==> config.mk <==
export PLATFORM = sky130hd
export DESIGN_NAME = bcf_engine
export DESIGN_NICKNAME = d
export VERILOG_FILES = /design/src/logic/bcf_pkg.sv /design/src/logic/bcf_block_buf.sv /design/src/logic/bcf_engine.sv
export VERILOG_INCLUDE_DIRS = /design/src /design/src/logic
export SDC_FILE = /design/constraint.sdc
export NUM_CORES = 1
export LEC_CHECK = 0
export ABC_AREA = 1
export BUFFER_PORTS_ARGS = -buffer_cell sky130_fd_sc_hd__buf_4
export CAP_MARGIN = 20
export CORE_ASPECT_RATIO = 0.7
export CORE_MARGIN = 4
export CORE_UTILIZATION = 50
export CTS_CLUSTER_SIZE = 16
export DETAILED_ROUTE_END_ITERATION = 12
export MAX_ROUTING_LAYER = met4
export PLACE_DENSITY = 0.71
export SYNTH_ARGS = -nofsm -noshare
export SYNTH_HDL_FRONTEND = slang
export SYNTH_SLANG_ARGS = --single-unit
==> constraint.sdc <==
create_clock -name clk -period 35.6 [get_ports clk]
set_clock_uncertainty 0.1 [all_clocks]
set_input_delay 5.34 -clock clk [delete_from_list [all_inputs] [get_ports clk]]
set_output_delay 5.34 -clock clk [all_outputs]
set_load 0.05 [all_outputs]
==> src/logic/bcf_params.svh <==
`ifndef BCF_PARAMS_SVH
`define BCF_PARAMS_SVH

// Store-alternate space codes that start a block operation (values arbitrary)
`define BCF_ASI_COPY 8'h17
`define BCF_ASI_FILL 8'h1F

// Block geometry
`define BCF_BLOCK_BYTES 32
`define BCF_DWORD_BYTES 8
`define BCF_BEATS 4
`define BCF_OFFSET_BITS 5
`define BCF_BEAT_SHIFT 3

// Reset values
`define BCF_ADDR_RESET 32'h0000_0000
`define BCF_DWORD_RESET 64'h0000_0000_0000_0000

`endif

==> src/logic/bcf_pkg.sv <==
package bcf_pkg;

	typedef logic [31:0] bcf_addr_t;
	typedef logic [63:0] bcf_dword_t;
	typedef logic [7:0] bcf_asi_t;

	// Gray along IDLE -> READ -> MOVE -> WRITE -> IDLE
	typedef enum logic [1:0]
	{
		BCF_IDLE = 2'b00,
		BCF_READ = 2'b01,
		BCF_MOVE = 2'b11,
		BCF_WRITE = 2'b10
	} bcf_state_t;

endpackage

==> src/logic/bcf_block_buf.sv <==
`timescale 1ns/1ps
`include "bcf_params.svh"

// One block of doublewords in flip-flops: single-entry write, whole-block
// load and an indexed read port.
module bcf_block_buf #(
	parameter int WIDTH = 64,
	parameter int DEPTH = `BCF_BEATS,
	parameter int IW = (DEPTH > 1) ? $clog2(DEPTH) : 1
) (
	// Clock and reset
	input wire logic clk,
	input wire logic sys_rst,
	// Single entry write
	input wire logic wr_en,
	input wire logic [IW-1:0] wr_idx,
	input wire logic [WIDTH-1:0] wr_data,
	// Whole block load
	input wire logic load_all,
	input wire logic [DEPTH*WIDTH-1:0] load_data,
	// Read side
	input wire logic [IW-1:0] rd_idx,
	output logic [WIDTH-1:0] rd_data,
	output logic [DEPTH*WIDTH-1:0] all_data
);

	logic [WIDTH-1:0] mem [DEPTH];

	////////////////////////////////////////////////////////////////////////
	// Storage; a whole-block load wins over a single write
	for (genvar i = 0; i < DEPTH; i++)
	begin : g_entry
		always_ff @(posedge clk or posedge sys_rst)
		begin
			if (sys_rst)
				mem[i] <= '0;
			else if (load_all)
				mem[i] <= load_data[i*WIDTH +: WIDTH];
			else if (wr_en && (wr_idx == IW'(i)))
				mem[i] <= wr_data;
		end
		assign all_data[i*WIDTH +: WIDTH] = mem[i];
	end

	////////////////////////////////////////////////////////////////////////
	// Read straight from the flops
	assign rd_data = mem[rd_idx];

endmodule

==> src/logic/bcf_engine.sv <==
`timescale 1ns/1ps
`include "bcf_params.svh"

module bcf_engine #(
	parameter int BEATS = `BCF_BEATS
) (
	// Clock and reset
	input wire logic clk,
	input wire logic sys_rst,
	// Processor store-alternate requests
	input wire logic st_valid,
	input wire bcf_pkg::bcf_asi_t st_asi,
	input wire bcf_pkg::bcf_addr_t st_addr,
	input wire bcf_pkg::bcf_dword_t st_data,
	output logic st_ready,
	// Ordinary stores passed on unchanged
	output logic fwd_valid,
	output bcf_pkg::bcf_asi_t fwd_asi,
	output bcf_pkg::bcf_addr_t fwd_addr,
	output bcf_pkg::bcf_dword_t fwd_data,
	// Processor hold and status
	output logic cpu_stall,
	output logic busy,
	// System memory bus
	output logic mem_req,
	output logic mem_we,
	output logic mem_nocache,
	output bcf_pkg::bcf_addr_t mem_addr,
	output bcf_pkg::bcf_dword_t mem_wdata,
	input wire logic mem_ack,
	input wire bcf_pkg::bcf_dword_t mem_rdata
);

	import bcf_pkg::*;

	localparam int BW = (BEATS > 1) ? $clog2(BEATS) : 1;
	localparam logic [BW-1:0] LAST_BEAT = BW'(BEATS - 1);

	bcf_state_t state;
	bcf_state_t next_state;
	logic [BW-1:0] beat;
	bcf_addr_t src_base;
	bcf_addr_t dst_base;
	logic is_copy;
	logic is_fill;
	logic is_block;
	logic take_copy;
	logic take_fill;
	logic take_plain;
	logic last_ack;
	logic rd_wr_en;
	logic wb_load;
	logic [BEATS*64-1:0] wb_load_data;
	logic [BEATS*64-1:0] rb_all;
	logic [BEATS*64-1:0] fill_pattern;
	bcf_dword_t wb_rd_data;

	////////////////////////////////////////////////////////////////////////
	// Request decode
	// Only the two block space codes are claimed; everything else stays a
	// normal store so ordinary traffic never waits on a block in flight.
	assign is_copy = (st_asi == `BCF_ASI_COPY);
	assign is_fill = (st_asi == `BCF_ASI_FILL);
	assign is_block = is_copy || is_fill;
	assign st_ready = (state == BCF_IDLE) || !is_block;
	assign take_copy = st_valid && st_ready && is_copy;
	assign take_fill = st_valid && st_ready && is_fill;
	assign take_plain = st_valid && !is_block;
	assign last_ack = mem_ack && (beat == LAST_BEAT);

	////////////////////////////////////////////////////////////////////////
	// Sequencer
	always_comb
	begin
		next_state = state;
		case (state)
			BCF_IDLE:
			begin
				if (take_copy)
					next_state = BCF_READ;
				else if (take_fill)
					next_state = BCF_WRITE;
			end
			BCF_READ:
			begin
				if (last_ack)
					next_state = BCF_MOVE;
			end
			BCF_MOVE:
				next_state = BCF_WRITE;
			BCF_WRITE:
			begin
				if (last_ack)
					next_state = BCF_IDLE;
			end
			default:
				next_state = BCF_IDLE;
		endcase
	end

	always_ff @(posedge clk or posedge sys_rst)
	begin
		if (sys_rst)
			state <= BCF_IDLE;
		else
			state <= next_state;
	end

	////////////////////////////////////////////////////////////////////////
	// Beat counter: one doubleword per acknowledge, restarts per phase
	always_ff @(posedge clk or posedge sys_rst)
	begin
		if (sys_rst)
			beat <= '0;
		else if (state != next_state)
			beat <= '0;
		else if (mem_ack && ((state == BCF_READ) || (state == BCF_WRITE)))
			beat <= beat + BW'(1);
	end

	////////////////////////////////////////////////////////////////////////
	// Block base addresses
	// Copy: st_addr is the destination, st_data[31:0] the source.
	// Fill: st_addr is the destination. Low offset bits are dropped so a
	// misaligned address can never straddle two blocks.
	always_ff @(posedge clk or posedge sys_rst)
	begin
		if (sys_rst)
		begin
			src_base <= `BCF_ADDR_RESET;
			dst_base <= `BCF_ADDR_RESET;
		end
		else if (take_copy || take_fill)
		begin
			src_base <= {st_data[31:`BCF_OFFSET_BITS],
				`BCF_OFFSET_BITS'(0)};
			dst_base <= {st_addr[31:`BCF_OFFSET_BITS],
				`BCF_OFFSET_BITS'(0)};
		end
	end

	////////////////////////////////////////////////////////////////////////
	// Read and write buffers
	assign rd_wr_en = (state == BCF_READ) && mem_ack;
	assign fill_pattern = {BEATS{st_data}};
	assign wb_load = take_fill || (state == BCF_MOVE);
	assign wb_load_data = take_fill ? fill_pattern : rb_all;

	bcf_block_buf #(
		.WIDTH(64),
		.DEPTH(BEATS)
	) u_read_buf (
		.clk(clk),
		.sys_rst(sys_rst),
		.wr_en(rd_wr_en),
		.wr_idx(beat),
		.wr_data(mem_rdata),
		.load_all(1'b0),
		.load_data({BEATS*64{1'b0}}),
		.rd_idx(beat),
		.rd_data(),
		.all_data(rb_all)
	);

	bcf_block_buf #(
		.WIDTH(64),
		.DEPTH(BEATS)
	) u_write_buf (
		.clk(clk),
		.sys_rst(sys_rst),
		.wr_en(1'b0),
		.wr_idx(beat),
		.wr_data(`BCF_DWORD_RESET),
		.load_all(wb_load),
		.load_data(wb_load_data),
		.rd_idx(beat),
		.rd_data(wb_rd_data),
		.all_data()
	);

	////////////////////////////////////////////////////////////////////////
	// Memory bus side
	// Every block beat is marked non-allocating so neither the copied nor
	// the filled data displaces lines in the cache.
	assign mem_req = (state == BCF_READ) || (state == BCF_WRITE);
	assign mem_we = (state == BCF_WRITE);
	assign mem_nocache = mem_req;
	// Beat offset is sized to the bus so any BEATS value keeps widths exact
	assign mem_addr = ((state == BCF_READ) ? src_base : dst_base)
		| bcf_addr_t'({beat, 3'h0});
	assign mem_wdata = wb_rd_data;

	////////////////////////////////////////////////////////////////////////
	// Processor hold
	// Held only until the source sits in the write buffer; the write back
	// overlaps with execution, which is the point of the feature.
	assign cpu_stall = (state == BCF_READ) || (state == BCF_MOVE);
	assign busy = (state != BCF_IDLE);

	////////////////////////////////////////////////////////////////////////
	// Ordinary store pass-through, registered one cycle
	always_ff @(posedge clk or posedge sys_rst)
	begin
		if (sys_rst)
		begin
			fwd_valid <= 1'b0;
			fwd_asi <= '0;
			fwd_addr <= `BCF_ADDR_RESET;
			fwd_data <= `BCF_DWORD_RESET;
		end
		else
		begin
			fwd_valid <= take_plain;
			if (take_plain)
			begin
				fwd_asi <= st_asi;
				fwd_addr <= st_addr;
				fwd_data <= st_data;
			end
		end
	end

endmodule

==> results.ini, run 1 <==
[detailed_routing]
first_pass_iters=5
avgViaCountPerCell=5.27
detail_route.drc_violations=0
wirelength_um=75500
routedWlPerCell_um=17.6
ant_nets=0
drt_iter0_drc=1732
vias=22594

[synthesis]
ys_async_sr_fraction=1.00
synth_top_area_frac=0.599
synth-seq-cells=675
synth_area_leaders=dfrtp_1, o21ai_0, nand2_1, a21oi_1, inv_1
yosys_warnings=0
yosys.cell_types.count=25
synth_cells=3247
synth_edf_count=0
syn-cell-area_um2=28200
ys_seq_area_frac=0.599
avgSynthCellArea_um2=8.68
synth_flop_cell=dfrtp_1
synth_top_area_cell=dfrtp_1

[placed_design]
gp_congestion=0.778
dp_cells=4176
portBuffers=375
dp_hpwl_um=46700
dp_slack_ps=23620
placement.cell_area_um2=31300

[worst_setup_path]
cp.arrival_ps=6490
critPathMaxFanout=3
critPathRequiredTime_ps=30160
start_kind=primary input
crit_type=in -> out
cp-end-kind=output pin

[sta]
tns_ps=0
setup_slack_ps=23670
tightest_slew_ps=1030
relSlewSlack=0.315
hold_violations=0
max_freq_mhz=83.8
fin_crit_ps=11930
maxSlewViolCount=0
setup_viol=0
period_share=0.335
grt_setup_unrepaired=no

[clocking]
cts_tree=yes
cts_made_buffers=66
path_clk_slew_ps=60
cts_root_buf=clkbuf_16
worstSkewPairLatency_ps=590
h-tree-depth=3
postCtsSetupBuffers=0
ctsHoldBuffers=0
cts_resized=0
cts_sinks=675
clockBufferDepth=3

[status]
status=complete, no violations

[flow_run]
max-cap-violations=0

[floorplanning]
core_area_um2=55500
rows=72
die_area_um2=60300
start_util=0.508
die_width_um=292
io_pins=379
die_h_um=207

[power_and_ir_drop]
p_leak_nw=16.8
ir_worst_vdd_uv=85.3
p_per_area_nw_per_um2=93.2

[grt]
grtUsageMet3=0.0459
overflow=0
track_usage=0.255
met2_usage=0.378
grt_use_met1=0.368
grt-busiest-layer=met2
grt_pass1_wl_um=120000
grt_pass1_vias=21752
grt_max_degree=177
antenna_found_initial=1

[hold_path]
hold_path.class=reg -> reg

[cells_and_area]
layout.cells.most_common_list=nand2_1, dfrtp_1, o21ai_0
layout.nets=3687
area_growth_pct=18.6
instances_no_fill=4289
final_common_cell=nand2_1
final_layout_size_suffix_gt1_frac=0.147
postLayoutCellArea_um2=33400

metal layers:
layer  routed length [um]  vias to the layer above
li1                     -                    10952
met1                35400                    10911
met2                33700                      607
met3                 4400                      124
met4                 1910                        0
met5                    0                        -
registers in the layout (all words and copies together) (netlist names):
register / count
fwd_asi: 8
fwd_addr: 32
src_base: 27
state: 2
fwd_data: 64
fwd_valid: 1
beat: 2
u_read_buf.all_data: 256
dst_base: 27
u_write_buf.all_data: 256
synthesized netlist by cell type, types with 4 or more instances:
library cell  instances
a21oi_1             408
buf_1                12
buf_2                49
buf_4                 4
buf_6                13
clkbuf_1            133
dfrtp_1             675
ha_1                 10
inv_1               292
inv_2                 5
nand2_1             701
nand3_1               9
nor2_1              290
o21ai_0             628
o21ai_1               4
cell families (layout without fill, tap and decap cells):
group,after synthesis,in the layout,synth area share
fa+ha+maj,10,10,0.00444
other cells,1,4,0.000133
xor+xnor,1,1,0.000311
buf+inv,508,807,0.0738
compound gates,1044,1044,0.186
simple gates,1008,1008,0.136
flops,675,675,0.599
report_power, final:
group	switching, mW	leakage, nW	internal (mW)
logic	0.836	7.45	0.365
registers	0.145	8.27	1.07
clock network	0.293	1.05	0.408
worst max-delay path, stage by stage:
cell,delay (ps)
buf_4,100
inv_1,230
nand2_1,160
nor2_4,150
nand2_1,130
nand2_1,100
nand2_1,80
buf_4,200
path summary, 6_finish.rpt:
| path | startpoint | endpoint | slack, ps | cells after the start |
|---|---|---|---|---|
| hold reg to reg | fwd_asi[0]$_DFFE_PP0P_ | fwd_asi[0]$_DFFE_PP0P_ | 380 | 2 |
| max in group asynchronous | sys_rst | u_read_buf.all_data[105]$_DFFE_PP0P_ | 28180 | 4 |
| setup / recovery | st_asi[7] | st_ready | 23670 | 8 |
| setup reg to reg | state[0]$_DFF_PP0_ | u_write_buf.all_data[167]$_DFFE_PP0P_ | 31470 | 8 |
| min in group asynchronous | sys_rst | u_read_buf.all_data[55]$_DFFE_PP0P_ | 4820 | 2 |
| hold / removal | fwd_asi[0]$_DFFE_PP0P_ | fwd_asi[0]$_DFFE_PP0P_ | 380 | 2 |
cell type report:
| cell class | instances | area [um^2] |
|---|---|---|
| clock inverters | 14 | 188 |
| clock buffers | 97 | 1950 |
| repair buffers | 399 | 3040 |
| diodes | 1 | 2.50 |
| multi-input cells | 2066 | 9300 |
| flip-flops and latches | 675 | 16900 |
| well taps | 740 | 926 |
| fillers | 4990 | 22100 |
| inverters | 297 | 1130 |
through the flow:
stage          hold slack, ps  power, mW  utilization
3_5_place_dp              366       2.42        0.563
4_1_cts                   384       3.13        0.602
3_3_place_gp              365       2.39        0.563
2_1_floorplan             353       2.07            -
6_report                  379       3.12        0.602
5_1_grt                   397       3.32        0.602
Note: power is estimated with default switching activity, not from simulation.
==> run 2, diff against run 1 <==
- PLACE_DENSITY: 0.71 -> 0.74
- clock period: 35.6 -> 10.49 ns (I/O delays scaled with it)
==> run 2 against run 1 <==
Sequential power grew to 3.4 times the previous value; critical path depth is 3 lower; clock-buffer cell count stayed put; first-iteration DRC count is 4.3% higher; via count is 0.67% higher; combinational power grew to 3.4 times the previous value; flip-flop and latch count stayed put; design area hardly changed; wire length is 0.65% lower; die area stayed put.
==> results.ini, run 2 (synthesis gave the netlist of run 1 again) <==
[worst_setup_path]
critPathMaxFanout=109
r2r_end=u_write_buf.all_data[180]$_DFFE_PP0P_
reg2reg_from=state[0]$_DFF_PP0_
critical_path.slowest_cell=buf_4
cp-end-kind=output pin
timing.critical_path.buf_inv=3
max_stage_delay_ps=900
path_cells=inv_6 > buf_4 > o21ai_0 > o21ai_0 > buf_4
critical_path.top_delay_family=buffers and inverters
cp.arrival_ps=3570
worst-r2r-cell-count=8
critPathRequiredTime_ps=8820
start_kind=flop
crit_type=reg -> out
reg2reg_setup_slack_ps=6300

[sta]
setup_viol=0
period_share=0.500
relSlewSlack=0.282
max_freq_mhz=191
maxSlewViolCount=0
grt_setup_unrepaired=no
fin_crit_ps=5250
tightest_slew_ps=1080
tns_ps=0
hold_violations=0
fin_hold_ws_ps=381

[clocking]
postCtsSetupBuffers=0
cts_root_buf=clkbuf_16
ctsHoldBuffers=0
cts_sinks=675
h-tree-depth=3
path_clk_slew_ps=60
cts_tree=yes
worstSkewPairLatency_ps=590
cts_resized=0
cts_made_buffers=66
clockBufferDepth=3

[cells_and_area]
area_growth_pct=18.6
final_layout_size_suffix_gt1_frac=0.147
instances_no_fill=4291
final_common_cell=nand2_1
layout.nets=3686
num-fill-cells=4888
layout.cells.most_common_list=nand2_1, dfrtp_1, o21ai_0

[detailed_routing]
detail_route.drc_violations=0
avgViaCountPerCell=5.30
drt_iter0_drc=1806
routedWlPerCell_um=17.5
vias=22746
first_pass_iters=6
wirelength_um=75000
ant_nets=0

[floorplanning]
rows=72
core_area_um2=55500
die_h_um=207
io_pins=379
die_area_um2=60300
start_util=0.508
die_width_um=292

[status]
status=complete, no violations

[hold_path]
whs_endpoint=fwd_addr[1]$_DFFE_PP0P_
min-delay-start=fwd_addr[1]$_DFFE_PP0P_
hold_path.class=reg -> reg
min_delay_path_depth=2

[grt]
grt_max_degree=171
grt_pass1_vias=21726
overflow=0
track_usage=0.253
grt_pass1_wl_um=119000
antenna_found_initial=2

[power_and_ir_drop]
p_int_mw=6.20
pwr-share-seq=0.391
power_switching_mw=4.32
ir_worst_vdd_uv=161
power.total_mw=10.5
combinationalPowerShare=0.387
swShare=0.411
p_clk_frac=0.221
p_per_area_nw_per_um2=315
p_leak_nw=16.8

[flow_run]
max-cap-violations=0

[placed_design]
dp_hpwl_um=46500
portBuffers=375
dp_cells=4175
gp_congestion=0.797

run 2: changes by cell type in the layout (fill, tap and decap cells not counted), sizes merged:
cell	before	now
buf	399	398
bufinv	4	1
clkinv	8	13
clkinvlp	1	3
diode	1	2
inv	298	296
run 2: per-layer routing:
| layer | wire length, um | track usage | up-vias |
|---|---|---|---|
| met4 | 1640 | 0.0655 | 0 |
| li1 | - | - | 10954 |
| met1 | 35100 | 0.367 | 11061 |
| met5 | 0 | - | - |
| met3 | 3790 | 0.0369 | 106 |
| met2 | 34400 | 0.380 | 625 |
run 2: worst reg2reg max path: stages (launching register included):
cell     delay [ps]
dfrtp_1         480
inv_1           140
ha_1            290
nand4_4         110
buf_4           550
nand2_8         720
inv_2           860
buf_4           590
a21oi_1         200
run 2: worst max-delay path by stage:
stage | startpoint | to | slack (ps) | cells after the start
2_1_floorplan | sys_rst | beat[0]$_DFFE_PP0P_ | -420 | 1
3_3_place_gp | st_asi[7] | u_write_buf.all_data[181]$_DFFE_PP0P_ | 5270 | 10
3_5_place_dp | st_asi[7] | u_write_buf.all_data[180]$_DFFE_PP0P_ | 5160 | 10
4_1_cts | beat[0]$_DFFE_PP0P_ | mem_wdata[61] | 5230 | 5
5_1_grt | beat[0]$_DFFE_PP0P_ | mem_wdata[1] | 5010 | 5
6_report | beat[0]$_DFFE_PP0P_ | mem_wdata[1] | 5240 | 5
run 2: layout make-up:
type | count | area, um^2 | area share
diodes | 2 | 5.00 | 0.000150
clock buffers | 97 | 1980 | 0.0593
flip-flops and latches | 675 | 16900 | 0.506
well taps | 740 | 926 | 0.0277
multi-input cells | 2066 | 9300 | 0.278
repair buffers | 398 | 3060 | 0.0915
clock inverters | 16 | 125 | 0.00374
inverters | 297 | 1130 | 0.0337
run 2: metrics by stage:
stage / cell area, um^2 / utilization / worst slack [ps]
detailed placement: 31300 / 0.564 / 5160
global placement: 31300 / 0.564 / 5270
finish: 33400 / 0.602 / 5240
CTS: 33400 / 0.602 / 5230
global route: 33400 / 0.602 / 5010
floorplan: 28200 / - / -416
run 2: power groups by stage:
stage | clock network, mW | registers [mW] | logic, mW
floorplan | 0 | 4.18 | 2.84
global placement | 0 | 4.11 | 3.98
detailed placement | 0 | 4.14 | 4.07
CTS | 2.37 | 4.11 | 4.10
global route | 2.48 | 4.24 | 4.50
finish | 2.33 | 4.12 | 4.08
